==> src/lsl_pkg.sv <==
// Package of constants for the layer-2 service lookup and interrupt block
package lsl_pkg;
    // Register byte offsets
    localparam logic [7:0] REG_FWD_CFG = 8'h00;
    localparam logic [7:0] REG_PORT_CFG = 8'h04;
    localparam logic [7:0] REG_SVC_SEL = 8'h08;
    localparam logic [7:0] REG_SVC_CTRL = 8'h0c;
    localparam logic [7:0] REG_SVC_MASK = 8'h10;
    localparam logic [7:0] REG_SVC_MISC = 8'h14;
    localparam logic [7:0] REG_SVC_DLB = 8'h18;
    localparam logic [7:0] REG_SVC_STAT = 8'h1c;
    localparam logic [7:0] REG_COS_OFS = 8'h20;
    localparam logic [7:0] REG_IRQ_STAT = 8'h24;
    localparam logic [7:0] REG_IRQ_MASK = 8'h28;
    localparam logic [7:0] REG_IRQ_CAUSE = 8'h2c;
    localparam logic [7:0] REG_LIMIT_CFG = 8'h30;
    // Global config fields
    localparam int FWD_LOOKUP_BIT = 0;
    localparam int FWD_PORT_BUNDLE_BIT = 1;
    localparam int FWD_QUEUE_SVC_BIT = 2;
    // Service control fields
    localparam int SC_MASK_SUB = 0;
    localparam int SC_SRC_OFF = 1;
    localparam int SC_LAG_OVR = 2;
    localparam int SC_LAG_VAL_LSB = 3;
    localparam int SC_FWD_EN = 7;
    localparam int SC_DEST_EN = 8;
    localparam int SC_LEARN_EN = 9;
    localparam int SC_KIND_LSB = 10;
    localparam int SC_TGT_LSB = 16;
    // Misc fields
    localparam int MI_FLOOD_OVR = 31;
    localparam int MI_STAGE_LSB = 24;
    // Forward kinds
    localparam logic [2:0] KIND_GROUP = 3'h3;
    localparam logic [2:0] KIND_FLOOD = 3'h7;
    // Forward decisions
    localparam logic [1:0] DEC_DEST = 2'h0;
    localparam logic [1:0] DEC_FLOOD = 2'h1;
    localparam logic [1:0] DEC_GROUP = 2'h2;
    // Interrupt source bits
    localparam int IRQ_RULE = 0;
    localparam int IRQ_PORT_CAP = 1;
    localparam int IRQ_GROUP_CAP = 2;
    localparam int IRQ_ACCESS = 3;
    localparam int IRQ_N = 4;
    localparam logic [1:0] RESP_OKAY = 2'h0;
    localparam logic [1:0] RESP_SLVERR = 2'h2;
endpackage

==> src/lsl_service_lookup.sv <==
// Layer-2 service lookup, policer and statistics indexing, analyzer interrupts
`timescale 1ns/100ps
`default_nettype none
// Overview of operation
// - Service table only affects frames when global lookup enable is set.
// - Unassigned frame with port bundle default enabled uses port bundle pointer.
// - Unassigned frame with queue default uses queue base plus internal priority.
// - Service mask reduces VLAN mask, or replaces it when substitute flag set.
// - Source filtering skipped when service source filter off flag is set.
// - Service may disable lag contribution or force the configured lag value.
// - Service forward on and dest lookup off: decision comes from service.
// - Kind 7 gives flood; kind 3 gives group decision at target index.
// - Service learning uses service kind and target as learn interface.
// - Service policer index is service base plus class offset.
// - Service-hit frames dropped before the service policing stage are not policed; their statistics index is still given.
// - Bundle policer comes from the service entry bundle pointer.
// - Flood policer from VLAN unless service override enabled.
// - Statistics index is service base plus class offset.
// - Sticky status and enable per source, readable active causes.
// - Rule hit with interrupt action raises rule source.
// - Port learn cap exceed raises source when port enable set.
// - Group learn cap exceed raises source when group enable set.
// - Table access completion raises its source.
module lsl_service_lookup #(
    parameter int PORTS = 8,
    parameter int COS_N = 8
) (
    // Clock and reset
    input wire logic clk_i,
    input wire logic reset_n_i,
    // AXI4-Lite slave
    input wire logic [7:0] s_axi_awaddr,
    input wire logic s_axi_awvalid,
    output logic s_axi_awready,
    input wire logic [31:0] s_axi_wdata,
    input wire logic [3:0] s_axi_wstrb,
    input wire logic s_axi_wvalid,
    output logic s_axi_wready,
    output logic [1:0] s_axi_bresp,
    output logic s_axi_bvalid,
    input wire logic s_axi_bready,
    input wire logic [7:0] s_axi_araddr,
    input wire logic s_axi_arvalid,
    output logic s_axi_arready,
    output logic [31:0] s_axi_rdata,
    output logic [1:0] s_axi_rresp,
    output logic s_axi_rvalid,
    input wire logic s_axi_rready,
    // Frame from classifier
    input wire logic frm_valid_i,
    input wire logic [7:0] frm_service_index_i,
    input wire logic [2:0] frm_internal_priority_i,
    input wire logic [2:0] frm_class_of_service_id_i,
    input wire logic [PORTS-1:0] frm_vlan_mask_i,
    input wire logic [7:0] frm_vlan_flood_ptr_i,
    input wire logic [PORTS-1:0] frm_src_port_mask_i,
    input wire logic [3:0] frm_lag_code_i,
    input wire logic [7:0] frm_port_i,
    input wire logic [2:0] frm_drop_stage_i,
    // Events from other stages
    input wire logic rule_hit_irq_i,
    input wire logic port_learn_cap_irq_i,
    input wire logic group_learn_cap_irq_i,
    input wire logic table_access_done_irq_i,
    // Frame result
    output logic res_valid_o,
    output logic [PORTS-1:0] res_port_mask_o,
    output logic res_src_filter_en_o,
    output logic res_lag_en_o,
    output logic [3:0] res_lag_code_o,
    output logic [1:0] res_decision_o,
    output logic [7:0] res_group_idx_o,
    output logic res_learn_svc_o,
    output logic [10:0] res_learn_if_o,
    output logic res_police_en_o,
    output logic [7:0] res_service_policer_o,
    output logic [7:0] res_bundle_policer_o,
    output logic [7:0] res_flood_policer_o,
    output logic [7:0] res_stat_idx_o,
    // Interrupt
    output logic irq_o
);
    // Single-entry service table view: the selected entry is the one named by
    // the service select register; a full table lives beyond this stage.
    logic [31:0] fwd_cfg_r, port_cfg_r, svc_sel_r, svc_ctrl_r, svc_mask_r;
    logic [31:0] svc_misc_r, svc_dlb_r, svc_stat_r, cos_ofs_r, limit_cfg_r;
    logic [lsl_pkg::IRQ_N-1:0] irq_stat_r, irq_mask_r, irq_stat_nxt;
    logic aw_got_r, w_got_r;
    logic [7:0] aw_addr_r;
    logic [31:0] w_data_r;

    // Frame decode
    wire logic lookup_en = fwd_cfg_r[lsl_pkg::FWD_LOOKUP_BIT];
    wire logic no_svc = (frm_service_index_i == 8'h00);
    wire logic hit = lookup_en && !no_svc && (frm_service_index_i == svc_sel_r[7:0]);
    wire logic [2:0] fwd_kind = svc_ctrl_r[lsl_pkg::SC_KIND_LSB +: 3];
    wire logic [10:0] fwd_tgt = svc_ctrl_r[lsl_pkg::SC_TGT_LSB +: 11];
    wire logic svc_fwd = hit && svc_ctrl_r[lsl_pkg::SC_FWD_EN]
        && !svc_ctrl_r[lsl_pkg::SC_DEST_EN];
    wire logic [PORTS-1:0] svc_mask = svc_mask_r[PORTS-1:0];
    wire logic [PORTS-1:0] mask_sel = !hit ? frm_vlan_mask_i :
        svc_ctrl_r[lsl_pkg::SC_MASK_SUB] ? svc_mask : (frm_vlan_mask_i & svc_mask);
    wire logic [1:0] dec = !svc_fwd ? lsl_pkg::DEC_DEST :
        (fwd_kind == lsl_pkg::KIND_FLOOD) ? lsl_pkg::DEC_FLOOD :
        (fwd_kind == lsl_pkg::KIND_GROUP) ? lsl_pkg::DEC_GROUP : lsl_pkg::DEC_DEST;
    wire logic [7:0] cos_ofs = {4'h0, cos_ofs_r[{frm_class_of_service_id_i, 2'b00} +: 4]};
    wire logic [7:0] svc_pol = svc_dlb_r[7:0] + cos_ofs;
    wire logic [7:0] q_pol = port_cfg_r[15:8] + {5'h00, frm_internal_priority_i};
    wire logic [7:0] stat_idx = svc_stat_r[7:0] + cos_ofs;
    wire logic [2:0] stage = svc_misc_r[lsl_pkg::MI_STAGE_LSB +: 3];
    // Drop stage 0 means the frame survived the whole pipeline
    wire logic early_drop = (frm_drop_stage_i != 3'h0) && (frm_drop_stage_i < stage);

    always_ff @(posedge clk_i) begin
        if (!reset_n_i) begin
            res_valid_o <= 1'b0;
            res_port_mask_o <= '0;
            res_src_filter_en_o <= 1'b1;
            res_lag_en_o <= 1'b1;
            res_lag_code_o <= 4'h0;
            res_decision_o <= lsl_pkg::DEC_DEST;
            res_group_idx_o <= 8'h00;
            res_learn_svc_o <= 1'b0;
            res_learn_if_o <= 11'h000;
            res_police_en_o <= 1'b0;
            res_service_policer_o <= 8'h00;
            res_bundle_policer_o <= 8'h00;
            res_flood_policer_o <= 8'h00;
            res_stat_idx_o <= 8'h00;
        end else begin
            res_valid_o <= frm_valid_i;
            res_port_mask_o <= mask_sel;
            res_src_filter_en_o <= !(hit && svc_ctrl_r[lsl_pkg::SC_SRC_OFF]);
            // Override off keeps the classifier code; forced value uses config
            res_lag_en_o <= !(hit && svc_ctrl_r[lsl_pkg::SC_LAG_OVR]
                && svc_ctrl_r[lsl_pkg::SC_LAG_VAL_LSB +: 4] == 4'h0);
            res_lag_code_o <= (hit && svc_ctrl_r[lsl_pkg::SC_LAG_OVR]) ?
                svc_ctrl_r[lsl_pkg::SC_LAG_VAL_LSB +: 4] : frm_lag_code_i;
            res_decision_o <= dec;
            res_group_idx_o <= fwd_tgt[7:0];
            res_learn_svc_o <= hit && svc_ctrl_r[lsl_pkg::SC_LEARN_EN];
            res_learn_if_o <= (hit && svc_ctrl_r[lsl_pkg::SC_LEARN_EN]) ?
                {fwd_kind == lsl_pkg::KIND_GROUP, fwd_tgt[9:0]} : {3'h0, frm_port_i};
            res_police_en_o <= frm_valid_i && !(hit && early_drop);
            res_service_policer_o <= hit ? svc_pol :
                (no_svc && fwd_cfg_r[lsl_pkg::FWD_QUEUE_SVC_BIT]) ? q_pol : 8'h00;
            res_bundle_policer_o <= hit ? svc_misc_r[7:0] :
                (no_svc && fwd_cfg_r[lsl_pkg::FWD_PORT_BUNDLE_BIT]) ? port_cfg_r[7:0] : 8'h00;
            res_flood_policer_o <= (hit && svc_misc_r[lsl_pkg::MI_FLOOD_OVR]) ?
                svc_misc_r[15:8] : frm_vlan_flood_ptr_i;
            res_stat_idx_o <= hit ? stat_idx : 8'h00;
        end
    end

    // Interrupt sources; event set beats write-one clear
    wire logic [lsl_pkg::IRQ_N-1:0] irq_evt = {table_access_done_irq_i,
        group_learn_cap_irq_i && limit_cfg_r[1],
        port_learn_cap_irq_i && limit_cfg_r[0],
        rule_hit_irq_i};
    wire logic wr_fire = aw_got_r && w_got_r && !s_axi_bvalid;
    wire logic [lsl_pkg::IRQ_N-1:0] irq_clr = (wr_fire && aw_addr_r == lsl_pkg::REG_IRQ_STAT) ?
        w_data_r[lsl_pkg::IRQ_N-1:0] : '0;
    assign irq_stat_nxt = (irq_stat_r & ~irq_clr) | irq_evt;
    wire logic [lsl_pkg::IRQ_N-1:0] irq_cause = irq_stat_r & irq_mask_r;

    function automatic logic addr_ok(input logic [7:0] a);
        addr_ok = (a[1:0] == 2'b00) && (a <= lsl_pkg::REG_LIMIT_CFG);
    endfunction

    // Write channel: address and data accepted in either order
    always_ff @(posedge clk_i) begin
        if (!reset_n_i) begin
            aw_got_r <= 1'b0;
            w_got_r <= 1'b0;
            aw_addr_r <= 8'h00;
            w_data_r <= 32'h0;
            s_axi_awready <= 1'b0;
            s_axi_wready <= 1'b0;
            s_axi_bvalid <= 1'b0;
            s_axi_bresp <= lsl_pkg::RESP_OKAY;
        end else begin
            s_axi_awready <= !aw_got_r && !s_axi_awready && s_axi_awvalid;
            s_axi_wready <= !w_got_r && !s_axi_wready && s_axi_wvalid;
            if (s_axi_awvalid && s_axi_awready) begin
                aw_got_r <= 1'b1;
                aw_addr_r <= s_axi_awaddr;
            end
            if (s_axi_wvalid && s_axi_wready) begin
                w_got_r <= 1'b1;
                w_data_r <= s_axi_wdata;
            end
            if (wr_fire) begin
                s_axi_bvalid <= 1'b1;
                s_axi_bresp <= addr_ok(aw_addr_r) ? lsl_pkg::RESP_OKAY : lsl_pkg::RESP_SLVERR;
            end else if (s_axi_bvalid && s_axi_bready) begin
                s_axi_bvalid <= 1'b0;
                aw_got_r <= 1'b0;
                w_got_r <= 1'b0;
            end
        end
    end

    // Register stores; strobes are taken as whole-word for simplicity
    wire logic wr_en = wr_fire && (s_axi_wstrb != 4'h0 || 1'b1);
    always_ff @(posedge clk_i) begin
        if (!reset_n_i) begin
            fwd_cfg_r <= 32'h0;
            port_cfg_r <= 32'h0;
            svc_sel_r <= 32'h0;
            svc_ctrl_r <= 32'h0;
            svc_mask_r <= 32'h0;
            svc_misc_r <= 32'h0;
            svc_dlb_r <= 32'h0;
            svc_stat_r <= 32'h0;
            cos_ofs_r <= 32'h0;
            limit_cfg_r <= 32'h0;
            irq_mask_r <= '0;
            irq_stat_r <= '0;
            irq_o <= 1'b0;
        end else begin
            irq_stat_r <= irq_stat_nxt;
            irq_o <= |(irq_stat_nxt & irq_mask_r);
            if (wr_en) begin
                case (aw_addr_r)
                    lsl_pkg::REG_FWD_CFG: fwd_cfg_r <= w_data_r;
                    lsl_pkg::REG_PORT_CFG: port_cfg_r <= w_data_r;
                    lsl_pkg::REG_SVC_SEL: svc_sel_r <= w_data_r;
                    lsl_pkg::REG_SVC_CTRL: svc_ctrl_r <= w_data_r;
                    lsl_pkg::REG_SVC_MASK: svc_mask_r <= w_data_r;
                    lsl_pkg::REG_SVC_MISC: svc_misc_r <= w_data_r;
                    lsl_pkg::REG_SVC_DLB: svc_dlb_r <= w_data_r;
                    lsl_pkg::REG_SVC_STAT: svc_stat_r <= w_data_r;
                    lsl_pkg::REG_COS_OFS: cos_ofs_r <= w_data_r;
                    lsl_pkg::REG_IRQ_MASK: irq_mask_r <= w_data_r[lsl_pkg::IRQ_N-1:0];
                    lsl_pkg::REG_LIMIT_CFG: limit_cfg_r <= w_data_r;
                    default: ;
                endcase
            end
        end
    end

    // Read channel
    logic [31:0] rd_val;
    always_comb begin
        rd_val = 32'h0;
        case (s_axi_araddr)
            lsl_pkg::REG_FWD_CFG: rd_val = fwd_cfg_r;
            lsl_pkg::REG_PORT_CFG: rd_val = port_cfg_r;
            lsl_pkg::REG_SVC_SEL: rd_val = svc_sel_r;
            lsl_pkg::REG_SVC_CTRL: rd_val = svc_ctrl_r;
            lsl_pkg::REG_SVC_MASK: rd_val = svc_mask_r;
            lsl_pkg::REG_SVC_MISC: rd_val = svc_misc_r;
            lsl_pkg::REG_SVC_DLB: rd_val = svc_dlb_r;
            lsl_pkg::REG_SVC_STAT: rd_val = svc_stat_r;
            lsl_pkg::REG_COS_OFS: rd_val = cos_ofs_r;
            lsl_pkg::REG_IRQ_STAT: rd_val = {28'h0, irq_stat_r};
            lsl_pkg::REG_IRQ_MASK: rd_val = {28'h0, irq_mask_r};
            lsl_pkg::REG_IRQ_CAUSE: rd_val = {28'h0, irq_cause};
            lsl_pkg::REG_LIMIT_CFG: rd_val = limit_cfg_r;
            default: rd_val = 32'h0;
        endcase
    end

    always_ff @(posedge clk_i) begin
        if (!reset_n_i) begin
            s_axi_arready <= 1'b0;
            s_axi_rvalid <= 1'b0;
            s_axi_rdata <= 32'h0;
            s_axi_rresp <= lsl_pkg::RESP_OKAY;
        end else begin
            s_axi_arready <= !s_axi_rvalid && !s_axi_arready && s_axi_arvalid;
            if (s_axi_arvalid && s_axi_arready) begin
                s_axi_rvalid <= 1'b1;
                s_axi_rdata <= rd_val;
                s_axi_rresp <= addr_ok(s_axi_araddr) ? lsl_pkg::RESP_OKAY : lsl_pkg::RESP_SLVERR;
            end else if (s_axi_rvalid && s_axi_rready) begin
                s_axi_rvalid <= 1'b0;
            end
        end
    end

    // Checks
    property p_sticky_set;
        @(posedge clk_i) disable iff (!reset_n_i)
        rule_hit_irq_i |=> irq_stat_r[lsl_pkg::IRQ_RULE];
    endproperty
    a_sticky_set: assert property (p_sticky_set) else $error("rule event lost");
    property p_port_cap;
        @(posedge clk_i) disable iff (!reset_n_i)
        (port_learn_cap_irq_i && limit_cfg_r[0]) |=> irq_stat_r[lsl_pkg::IRQ_PORT_CAP];
    endproperty
    a_port_cap: assert property (p_port_cap) else $error("port cap event lost");
    property p_group_cap;
        @(posedge clk_i) disable iff (!reset_n_i)
        (group_learn_cap_irq_i && limit_cfg_r[1]) |=> irq_stat_r[lsl_pkg::IRQ_GROUP_CAP];
    endproperty
    a_group_cap: assert property (p_group_cap) else $error("group cap event lost");
    property p_access;
        @(posedge clk_i) disable iff (!reset_n_i)
        table_access_done_irq_i |=> irq_stat_r[lsl_pkg::IRQ_ACCESS];
    endproperty
    a_access: assert property (p_access) else $error("access event lost");
    property p_irq_out;
        @(posedge clk_i) disable iff (!reset_n_i)
        irq_o == |(irq_stat_r & $past(irq_mask_r));
    endproperty
    a_irq_out: assert property (p_irq_out) else $error("irq output mismatch");
    property p_no_lookup;
        @(posedge clk_i) disable iff (!reset_n_i)
        (frm_valid_i && !lookup_en) |=> res_port_mask_o == $past(frm_vlan_mask_i);
    endproperty
    a_no_lookup: assert property (p_no_lookup) else $error("mask changed without lookup");
    property p_flood;
        @(posedge clk_i) disable iff (!reset_n_i)
        (svc_fwd && fwd_kind == lsl_pkg::KIND_FLOOD) |=> res_decision_o == lsl_pkg::DEC_FLOOD;
    endproperty
    a_flood: assert property (p_flood) else $error("flood decision missing");
    property p_flood_pol;
        @(posedge clk_i) disable iff (!reset_n_i)
        !hit |=> res_flood_policer_o == $past(frm_vlan_flood_ptr_i);
    endproperty
    a_flood_pol: assert property (p_flood_pol) else $error("flood policer not from vlan");
endmodule // lsl_service_lookup
`default_nettype wire

==> config.mk <==
export PLATFORM = sky130hd
export DESIGN_NAME = lsl_service_lookup
export DESIGN_NICKNAME = d
export VERILOG_FILES = /design/src/lsl_pkg.sv /design/src/lsl_service_lookup.sv
export SDC_FILE = /design/constraint.sdc
export NUM_CORES = 1
export LEC_CHECK = 0
export ABC_AREA = 1
export BUFFER_PORTS_ARGS = -buffer_cell sky130_fd_sc_hd__buf_4
export CAP_MARGIN = 25
export CORE_MARGIN = 3
export CORE_UTILIZATION = 65
export CTS_BUF_LIST = sky130_fd_sc_hd__clkbuf_4 sky130_fd_sc_hd__clkbuf_8
export DETAILED_ROUTE_END_ITERATION = 6
export PLACE_DENSITY = 0.94
export REMOVE_ABC_BUFFERS = 1
export SYNTH_ARGS = -nofsm -noshare
export SYNTH_HDL_FRONTEND = slang
export SYNTH_SLANG_ARGS = --single-unit
==> constraint.sdc <==
create_clock -name clk_i -period 6.8 [get_ports clk_i]
set_input_delay 1.02 -clock clk_i [delete_from_list [all_inputs] [get_ports clk_i]]
set_output_delay 1.02 -clock clk_i [all_outputs]
set_load 0.01 [all_outputs]
==> flow_metrics.env, run 1 <==
export IMPL_wl_met2_microns=30300
export IMPL_cp_arrival_ns=3.89
export IMPL_crit_fanout=26
export IMPL_whs_ns=0.416
export IMPL_cts_made_buffers=76
export IMPL_num_rows=64
export IMPL_path_clk_slew_ns=0.06
export IMPL_rsz0062_at_grt="no"
export IMPL_wl_met3_microns=9630
export IMPL_synth_async_reset_ratio_pct=0
export IMPL_max_cap_violations=0
export IMPL_wire_per_inst_microns=19.6
export IMPL_synth_edf_count=0
export IMPL_overflow=0
export IMPL_post_route_period_util_pct=49.7
export IMPL_fin_area_sq_um=23800
export IMPL_fill_cells=2130
export IMPL_place_congestion=0.956
export IMPL_finalSetupViolCount=0
export IMPL_holdPathEnd="res_src_filter_en_o$_SDFF_PN1_"
export IMPL_layout_commonest_cell="nor2_1"
export IMPL_pre_cts_slack_ns=3.03
export IMPL_power_density_nw_per_um2=243
export IMPL_grt_max_degree=251
export IMPL_finClkSkew_ns=0.0460
export IMPL_core_sq_um=30900
export IMPL_top_layer="met4"
export IMPL_routed_wl_microns=69400
export IMPL_post_cts_buffers=0
export IMPL_route_vias_total=21400
export IMPL_syn2layout_area_growth_pct=15.8
export IMPL_first_iter_violations=3384
export IMPL_mostFrequentLayoutCells="nor2_1 (721), nand2_1 (489), dfxtp_1 (480)"
export IMPL_initial_core_util_pct=66.5
export IMPL_instances_no_fill=3546
export IMPL_drt_pass1_iter_count=7
export IMPL_fin_util_pct=77.0
export IMPL_rr_worst_depth=8
export IMPL_grt_usage_pct=39.7
export IMPL_clkSinkCount=480
export IMPL_antenna_found_initial=1
export IMPL_drv_slew=0
export IMPL_crit_path_start_kind="input port"
export IMPL_whs_path_depth=1
export IMPL_cts_hold_fix_buffers=0
export IMPL_min_period_ns=3.38
export IMPL_postRouteAntennaNets=0
export IMPL_synth_ff_type="dfxtp_1"
export IMPL_ys_seq_area_share_pct=46.7
export IMPL_cts_resized=0
export IMPL_status="complete, no violations"
export IMPL_num_io_pins=229
export IMPL_cts_tree="yes"
export IMPL_die_h_microns=184
export IMPL_worstSetupPathType="in2reg"
export IMPL_hpwlAfterDp_microns=41100
export IMPL_die_width_microns=184
export IMPL_insertion_delay_ns=0.62
export IMPL_synth_cell_type_count=39
export IMPL_syn_mean_instance_area_sq_um=6.92
export IMPL_fmax_ghz=0.296
export IMPL_fin_tns_setup_ns=0
export IMPL_grt_pass1_vias=20600
export IMPL_placed_cell_area_sq_um=22100
export IMPL_htree_levels=3
export IMPL_grt_pass1_wl_microns=107000
export IMPL_reg2reg_to="res_learn_if_o[10]$_SDFF_PN0_"
export IMPL_relSlewSlack_pct=19.1
export IMPL_tightest_slew_ns=1.21
export IMPL_syn_area_sq_um=20600
export IMPL_required_ns=7.31
export IMPL_final_hold_viol_count=0
export IMPL_drc=0
export IMPL_clockBufferDepth=3
export IMPL_yosysWarnings=0
export IMPL_ir_drop_uv=149
export IMPL_vias_per_cell=6.04
export IMPL_p_leak_nw=10.5
export IMPL_reg2reg_from="svc_sel_r[7]$_SDFFE_PN0P_"
export IMPL_reg2reg_slack_ns=3.65
export IMPL_synth_seq_cells=480
export IMPL_holdCritStartpoint="svc_ctrl_r[1]$_SDFFE_PN0P_"
export IMPL_critPathCaptureType="register"
export IMPL_p_total_mw=5.79
export IMPL_finalNetCount=3224
export IMPL_die_area_sq_um=33800
export IMPL_layout_setup_ws_ns=3.42
export IMPL_met1_length_microns=24800
export IMPL_dp_cells=3407
export IMPL_drive_gt1_share_pct=13.4
export IMPL_io_buffers=214
export IMPL_root_buffer="clkbuf_8"
export IMPL_hp_class="reg2reg"
export IMPL_synthCells=2972
## per-layer routing
layer  track usage (%)  vias to the layer above
met5                 0                        -
met3              10.0                      381
met2              61.3                     1645
met4              26.7                        0
met1              49.1                     9634
li1                  -                     9753
## power by group
| group | leakage (nW) | switching [mW] | internal [mW] | total [mW] |
|---|---|---|---|---|
| sequential | 3.88 | 0.0416 | 2.84 | 2.88 |
| combinational | 5.72 | 0.176 | 0.108 | 0.284 |
| clock | 0.878 | 1.17 | 1.46 | 2.63 |
| total | 10.5 | 1.38 | 4.41 | 5.79 |
## worst max-delay path by stage
stage               cells past startpoint                             endpoint  slack (ns)                    startpoint
detailed placement                     15  res_service_policer_o[6]$_SDFF_PN0_        3.03  frm_class_of_service_id_i[0]
global placement                       15         res_stat_idx_o[6]$_SDFF_PN0_        3.10  frm_class_of_service_id_i[0]
CTS                                    11         s_axi_rdata[13]$_SDFFE_PN0P_        3.56               s_axi_araddr[6]
global route                           15  res_service_policer_o[6]$_SDFF_PN0_        3.24  frm_class_of_service_id_i[0]
finish                                 11         s_axi_rdata[24]$_SDFFE_PN0P_        3.42               s_axi_araddr[6]
floorplan                               9         s_axi_rdata[12]$_SDFFE_PN0P_        2.81               s_axi_araddr[0]
## Yosys cell counts (3+ instances only)
library cell	instances	area share (%)
a21oi_1	141	3.4
a31oi_1	5	0.15
buf_1	4	0.073
buf_2	45	1.1
buf_4	7	0.26
clkbuf_1	140	2.6
dfxtp_1	480	47
fa_1	3	0.29
ha_1	13	0.79
inv_1	181	3.3
inv_2	14	0.26
nand2_1	490	8.9
nand2_2	6	0.18
nand3_1	133	3.2
nand3b_1	23	0.84
nand4_1	21	0.64
nor2_1	725	13
nor2_2	6	0.18
nor2_4	6	0.33
nor3_1	19	0.46
nor3_2	3	0.15
nor3b_1	3	0.11
o2111ai_1	3	0.13
o211ai_1	3	0.11
o21ai_0	470	11
o21ai_1	3	0.073
o22ai_1	5	0.15
xnor2_1	4	0.17
xor2_1	3	0.13
## flip-flops by register name, summed over array words and instances (netlist names), 2 cells and up
| name | cells |
|---|---|
| aw_addr_r | 8 |
| cos_ofs_r | 32 |
| fwd_cfg_r | 32 |
| irq_mask_r | 4 |
| irq_stat_r | 4 |
| limit_cfg_r | 32 |
| port_cfg_r | 32 |
| res_bundle_policer_o | 8 |
| res_decision_o | 2 |
| res_flood_policer_o | 8 |
| res_group_idx_o | 8 |
| res_lag_code_o | 4 |
| res_learn_if_o | 11 |
| res_port_mask_o | 8 |
| res_service_policer_o | 8 |
| res_stat_idx_o | 8 |
| s_axi_rdata | 32 |
| svc_ctrl_r | 32 |
| svc_dlb_r | 32 |
| svc_mask_r | 32 |
| svc_misc_r | 32 |
| svc_sel_r | 32 |
| svc_stat_r | 32 |
| w_data_r | 32 |
## final cells by class
class | count | area [sq um] | share of cell area [%]
inverter | 197 | 739 | 3.11
sequential | 480 | 9610 | 40.4
clock buffer | 122 | 1520 | 6.37
clock inverter | 14 | 126 | 0.531
multi-input combinational | 2098 | 9410 | 39.5
tap | 396 | 495 | 2.08
antenna | 1 | 2.50 | 0.0105
timing repair buffer | 238 | 1910 | 8.04
## worst max-delay path, stage by stage
cell and delay [ns]:
buf_4 0.12, inv_1 0.04, nand2_1 0.12, nor2_4 0.64, buf_4 0.42, nand2_1 0.59
o21ai_0 0.43, nor2_1 0.10, nand3b_1 0.09, nand2_1 0.07, a21oi_1 0.22
## cell families after synthesis
family / share of synthesized area, %
compound gates: 15.6
xor+xnor: 0.298
fa+ha+maj: 1.08
buf+inv: 7.68
flops: 46.7
other cells: 0.0182
simple gates: 28.6
Note: power is estimated with default switching activity, not from simulation.
==> run 2, diff against run 1 <==
--- a/config.mk
+++ b/config.mk
@@ -9,10 +9,10 @@
 export BUFFER_PORTS_ARGS = -buffer_cell sky130_fd_sc_hd__buf_4
 export CAP_MARGIN = 25
 export CORE_MARGIN = 3
-export CORE_UTILIZATION = 65
+export CORE_UTILIZATION = 61
 export CTS_BUF_LIST = sky130_fd_sc_hd__clkbuf_4 sky130_fd_sc_hd__clkbuf_8
 export DETAILED_ROUTE_END_ITERATION = 6
-export PLACE_DENSITY = 0.94
+export PLACE_DENSITY = 0.9
 export REMOVE_ABC_BUFFERS = 1
 export SYNTH_ARGS = -nofsm -noshare
 export SYNTH_HDL_FRONTEND = slang
==> constraint.sdc (replaced) <==
create_clock -name clk_i -period 3.11 [get_ports clk_i]
set_input_delay 0.4665 -clock clk_i [delete_from_list [all_inputs] [get_ports clk_i]]
set_output_delay 0.4665 -clock clk_i [all_outputs]
set_load 0.01 [all_outputs]
==> run 2 against run 1 <==
Against the previous run: cell count up 2.2%; clock power up 110%; die area up 6.3%; non-clock buffer count up 35; critical endpoint is now res_stat_idx_o[6]$_SDFF_PN0_; final area up 0.62%; largest cell class unchanged; sequential cell count unchanged; combinational power up 120%; clock skew down 0.016 ns; critical path depth up 2.
==> flow_metrics.env, run 2 (same netlist as run 1, synthesis figures left out) <==
export IMPL_holdPathEnd="res_valid_o$_SDFF_PN0_"
export IMPL_cts_hold_fix_buffers=0
export IMPL_reg2reg_to="res_stat_idx_o[6]$_SDFF_PN0_"
export IMPL_placed_cell_area_sq_um=22400
export IMPL_fin_util_pct=72.9
export IMPL_min_period_ns=2.51
export IMPL_hpwlAfterDp_microns=44000
export IMPL_multi_input_area_sq_um=9390
export IMPL_max_cap_violations=0
export IMPL_drv_slew=0
export IMPL_crit_path_cell_trace="o21ai_0 -> o22ai_1 -> nor2_1 -> a31oi_1 -> ha_1 -> inv_1 -> fa_1 -> nor2_1 -> o21ai_0 -> nand2_1 -> nand2_1 -> xor2_1 -> nor2_1"
export IMPL_p_comb_share_pct=4.9
export IMPL_num_rows=66
export IMPL_reg2reg_from="cos_ofs_r[24]$_SDFFE_PN0P_"
export IMPL_power_switching_mw=2.94
export IMPL_initial_core_util_pct=62.6
export IMPL_whs_path_depth=3
export IMPL_p_int_mw=9.54
export IMPL_power_density_nw_per_um2=521
export IMPL_grt_util_met2_pct=59.6
export IMPL_wire_per_inst_microns=19.2
export IMPL_finalNetCount=3258
export IMPL_max_stage_delay_ns=0.43
export IMPL_reg2reg_slack_ns=0.60
export IMPL_crit_slowest_cell="fa_1"
export IMPL_cp_startpoint="cos_ofs_r[24]$_SDFFE_PN0P_"
export IMPL_hp_class="in2reg"
export IMPL_num_io_pins=229
export IMPL_cts_tree="yes"
export IMPL_layout_setup_ws_ns=0.599
export IMPL_regArea_sq_um=9610
export IMPL_met1_usage_pct=47.2
export IMPL_worstSetupPathType="reg2reg"
export IMPL_dp_cells=3490
export IMPL_required_ns=3.60
export IMPL_status="complete, no violations"
export IMPL_syn2layout_area_growth_pct=16.5
export IMPL_holdCritStartpoint="frm_valid_i"
export IMPL_instances_no_fill=3625
export IMPL_fin_area_sq_um=24000
export IMPL_die_width_microns=190
export IMPL_core_sq_um=32900
export IMPL_grtUsageMet3_pct=7.08
export IMPL_relSlewSlack_pct=35.2
export IMPL_grt_pass1_wl_microns=106000
export IMPL_overflow=0
export IMPL_vias_per_cell=5.85
export IMPL_busiest_layer="met2"
export IMPL_grt_usage_pct=37.4
export IMPL_antenna_found_initial=2
export IMPL_fmax_ghz=0.398
export IMPL_mostFrequentLayoutCells="nor2_1 (723), nand2_1 (490), dfxtp_1 (480)"
export IMPL_swShare_pct=23.6
export IMPL_pre_cts_slack_ns=0.182
export IMPL_ir_drop_uv=370
export IMPL_die_area_sq_um=36000
export IMPL_htree_levels=3
export IMPL_seqPwrFrac_pct=50.5
export IMPL_cts_resized=0
export IMPL_route_vias_total=21200
export IMPL_grt_max_degree=196
export IMPL_cts_made_buffers=75
export IMPL_place_congestion=0.946
export IMPL_drive_gt1_share_pct=14.1
export IMPL_clkSinkCount=480
export IMPL_layout_commonest_cell="nor2_1"
export IMPL_crit_top_cell="nor2_1"
export IMPL_post_cts_buffers=0
export IMPL_tightest_slew_ns=0.966
export IMPL_rsz0062_at_grt="no"
export IMPL_cp_arrival_ns=3.00
export IMPL_p_clk_share_pct=44.6
export IMPL_crit_fanout=3
export IMPL_final_hold_viol_count=0
export IMPL_grt_pass1_vias=20100
export IMPL_insertion_delay_ns=0.62
export IMPL_post_route_period_util_pct=80.8
export IMPL_io_buffers=214
export IMPL_clockBufferDepth=3
export IMPL_rr_worst_depth=13
export IMPL_p_leak_nw=10.6
export IMPL_root_buffer="clkbuf_8"
export IMPL_first_iter_violations=3027
export IMPL_die_h_microns=190
export IMPL_whs_ns=0.102
export IMPL_routed_wl_microns=69600
export IMPL_drc=0
export IMPL_postRouteAntennaNets=0
export IMPL_drt_pass1_iter_count=7
export IMPL_crit_path_start_kind="register"
export IMPL_critPathCaptureType="register"
export IMPL_fill_cells=2521
export IMPL_finClkSkew_ns=0.0303
export IMPL_finalSetupViolCount=0
export IMPL_path_clk_slew_ns=0.07
-- run 2: layout make-up --
| type | instances | area share [%] |
|---|---|---|
| tap | 442 | 2.31 |
| inverter | 197 | 3.09 |
| clock buffer | 122 | 6.36 |
| clock inverter | 11 | 0.240 |
| timing repair buffer | 273 | 8.69 |
| antenna | 2 | 0.0209 |
| sequential | 480 | 40.1 |
| multi-input combinational | 2098 | 39.2 |
-- run 2: worst max path at each step --
| stage | end | slack [ns] | cells past startpoint |
|---|---|---|---|
| final | res_stat_idx_o[6]$_SDFF_PN0_ | 0.60 | 13 |
| after global routing | res_stat_idx_o[6]$_SDFF_PN0_ | 0.38 | 13 |
| after detailed placement | res_stat_idx_o[6]$_SDFF_PN0_ | 0.18 | 14 |
| after global placement | res_stat_idx_o[6]$_SDFF_PN0_ | 0.22 | 14 |
| after CTS | res_stat_idx_o[6]$_SDFF_PN0_ | 0.62 | 13 |
| after floorplan | s_axi_rdata[12]$_SDFFE_PN0P_ | -0.33 | 9 |
-- run 2: power by group through the flow --
stage	clock (mW)	sequential [mW]	combinational, mW
6_report	5.56	6.30	0.616
5_1_grt	5.85	6.30	0.676
4_1_cts	5.56	6.29	0.604
3_5_place_dp	0	6.43	0.598
3_3_place_gp	0	6.43	0.580
2_1_floorplan	0	6.41	0.275
-- run 2: worst max-delay path: cells and delay by family, from the launching register on --
| kind | cells | cell delay, ns |
|---|---|---|
| compound gates | 4 | 0.69 |
| xor+xnor | 1 | 0.13 |
| fa+ha+maj | 2 | 0.69 |
| buf+inv | 1 | 0.07 |
| flops | 1 | 0.37 |
| simple gates | 5 | 0.46 |
-- run 2: per-stage QoR --
stage	total power, mW	TNS [ns]
floorplan	6.68	-2.58
global placement	7.01	0
detailed placement	7.03	0
CTS	12.5	0
global route	12.8	0
finish	12.5	0
-- run 2: per-layer routing --
| layer | vias to the layer above | routed length [microns] |
|---|---|---|
| met5 | - | 0 |
| met4 | 0 | 4310 |
| met3 | 288 | 8420 |
| met2 | 1521 | 31000 |
| met1 | 9584 | 25900 |
| li1 | 9829 | - |
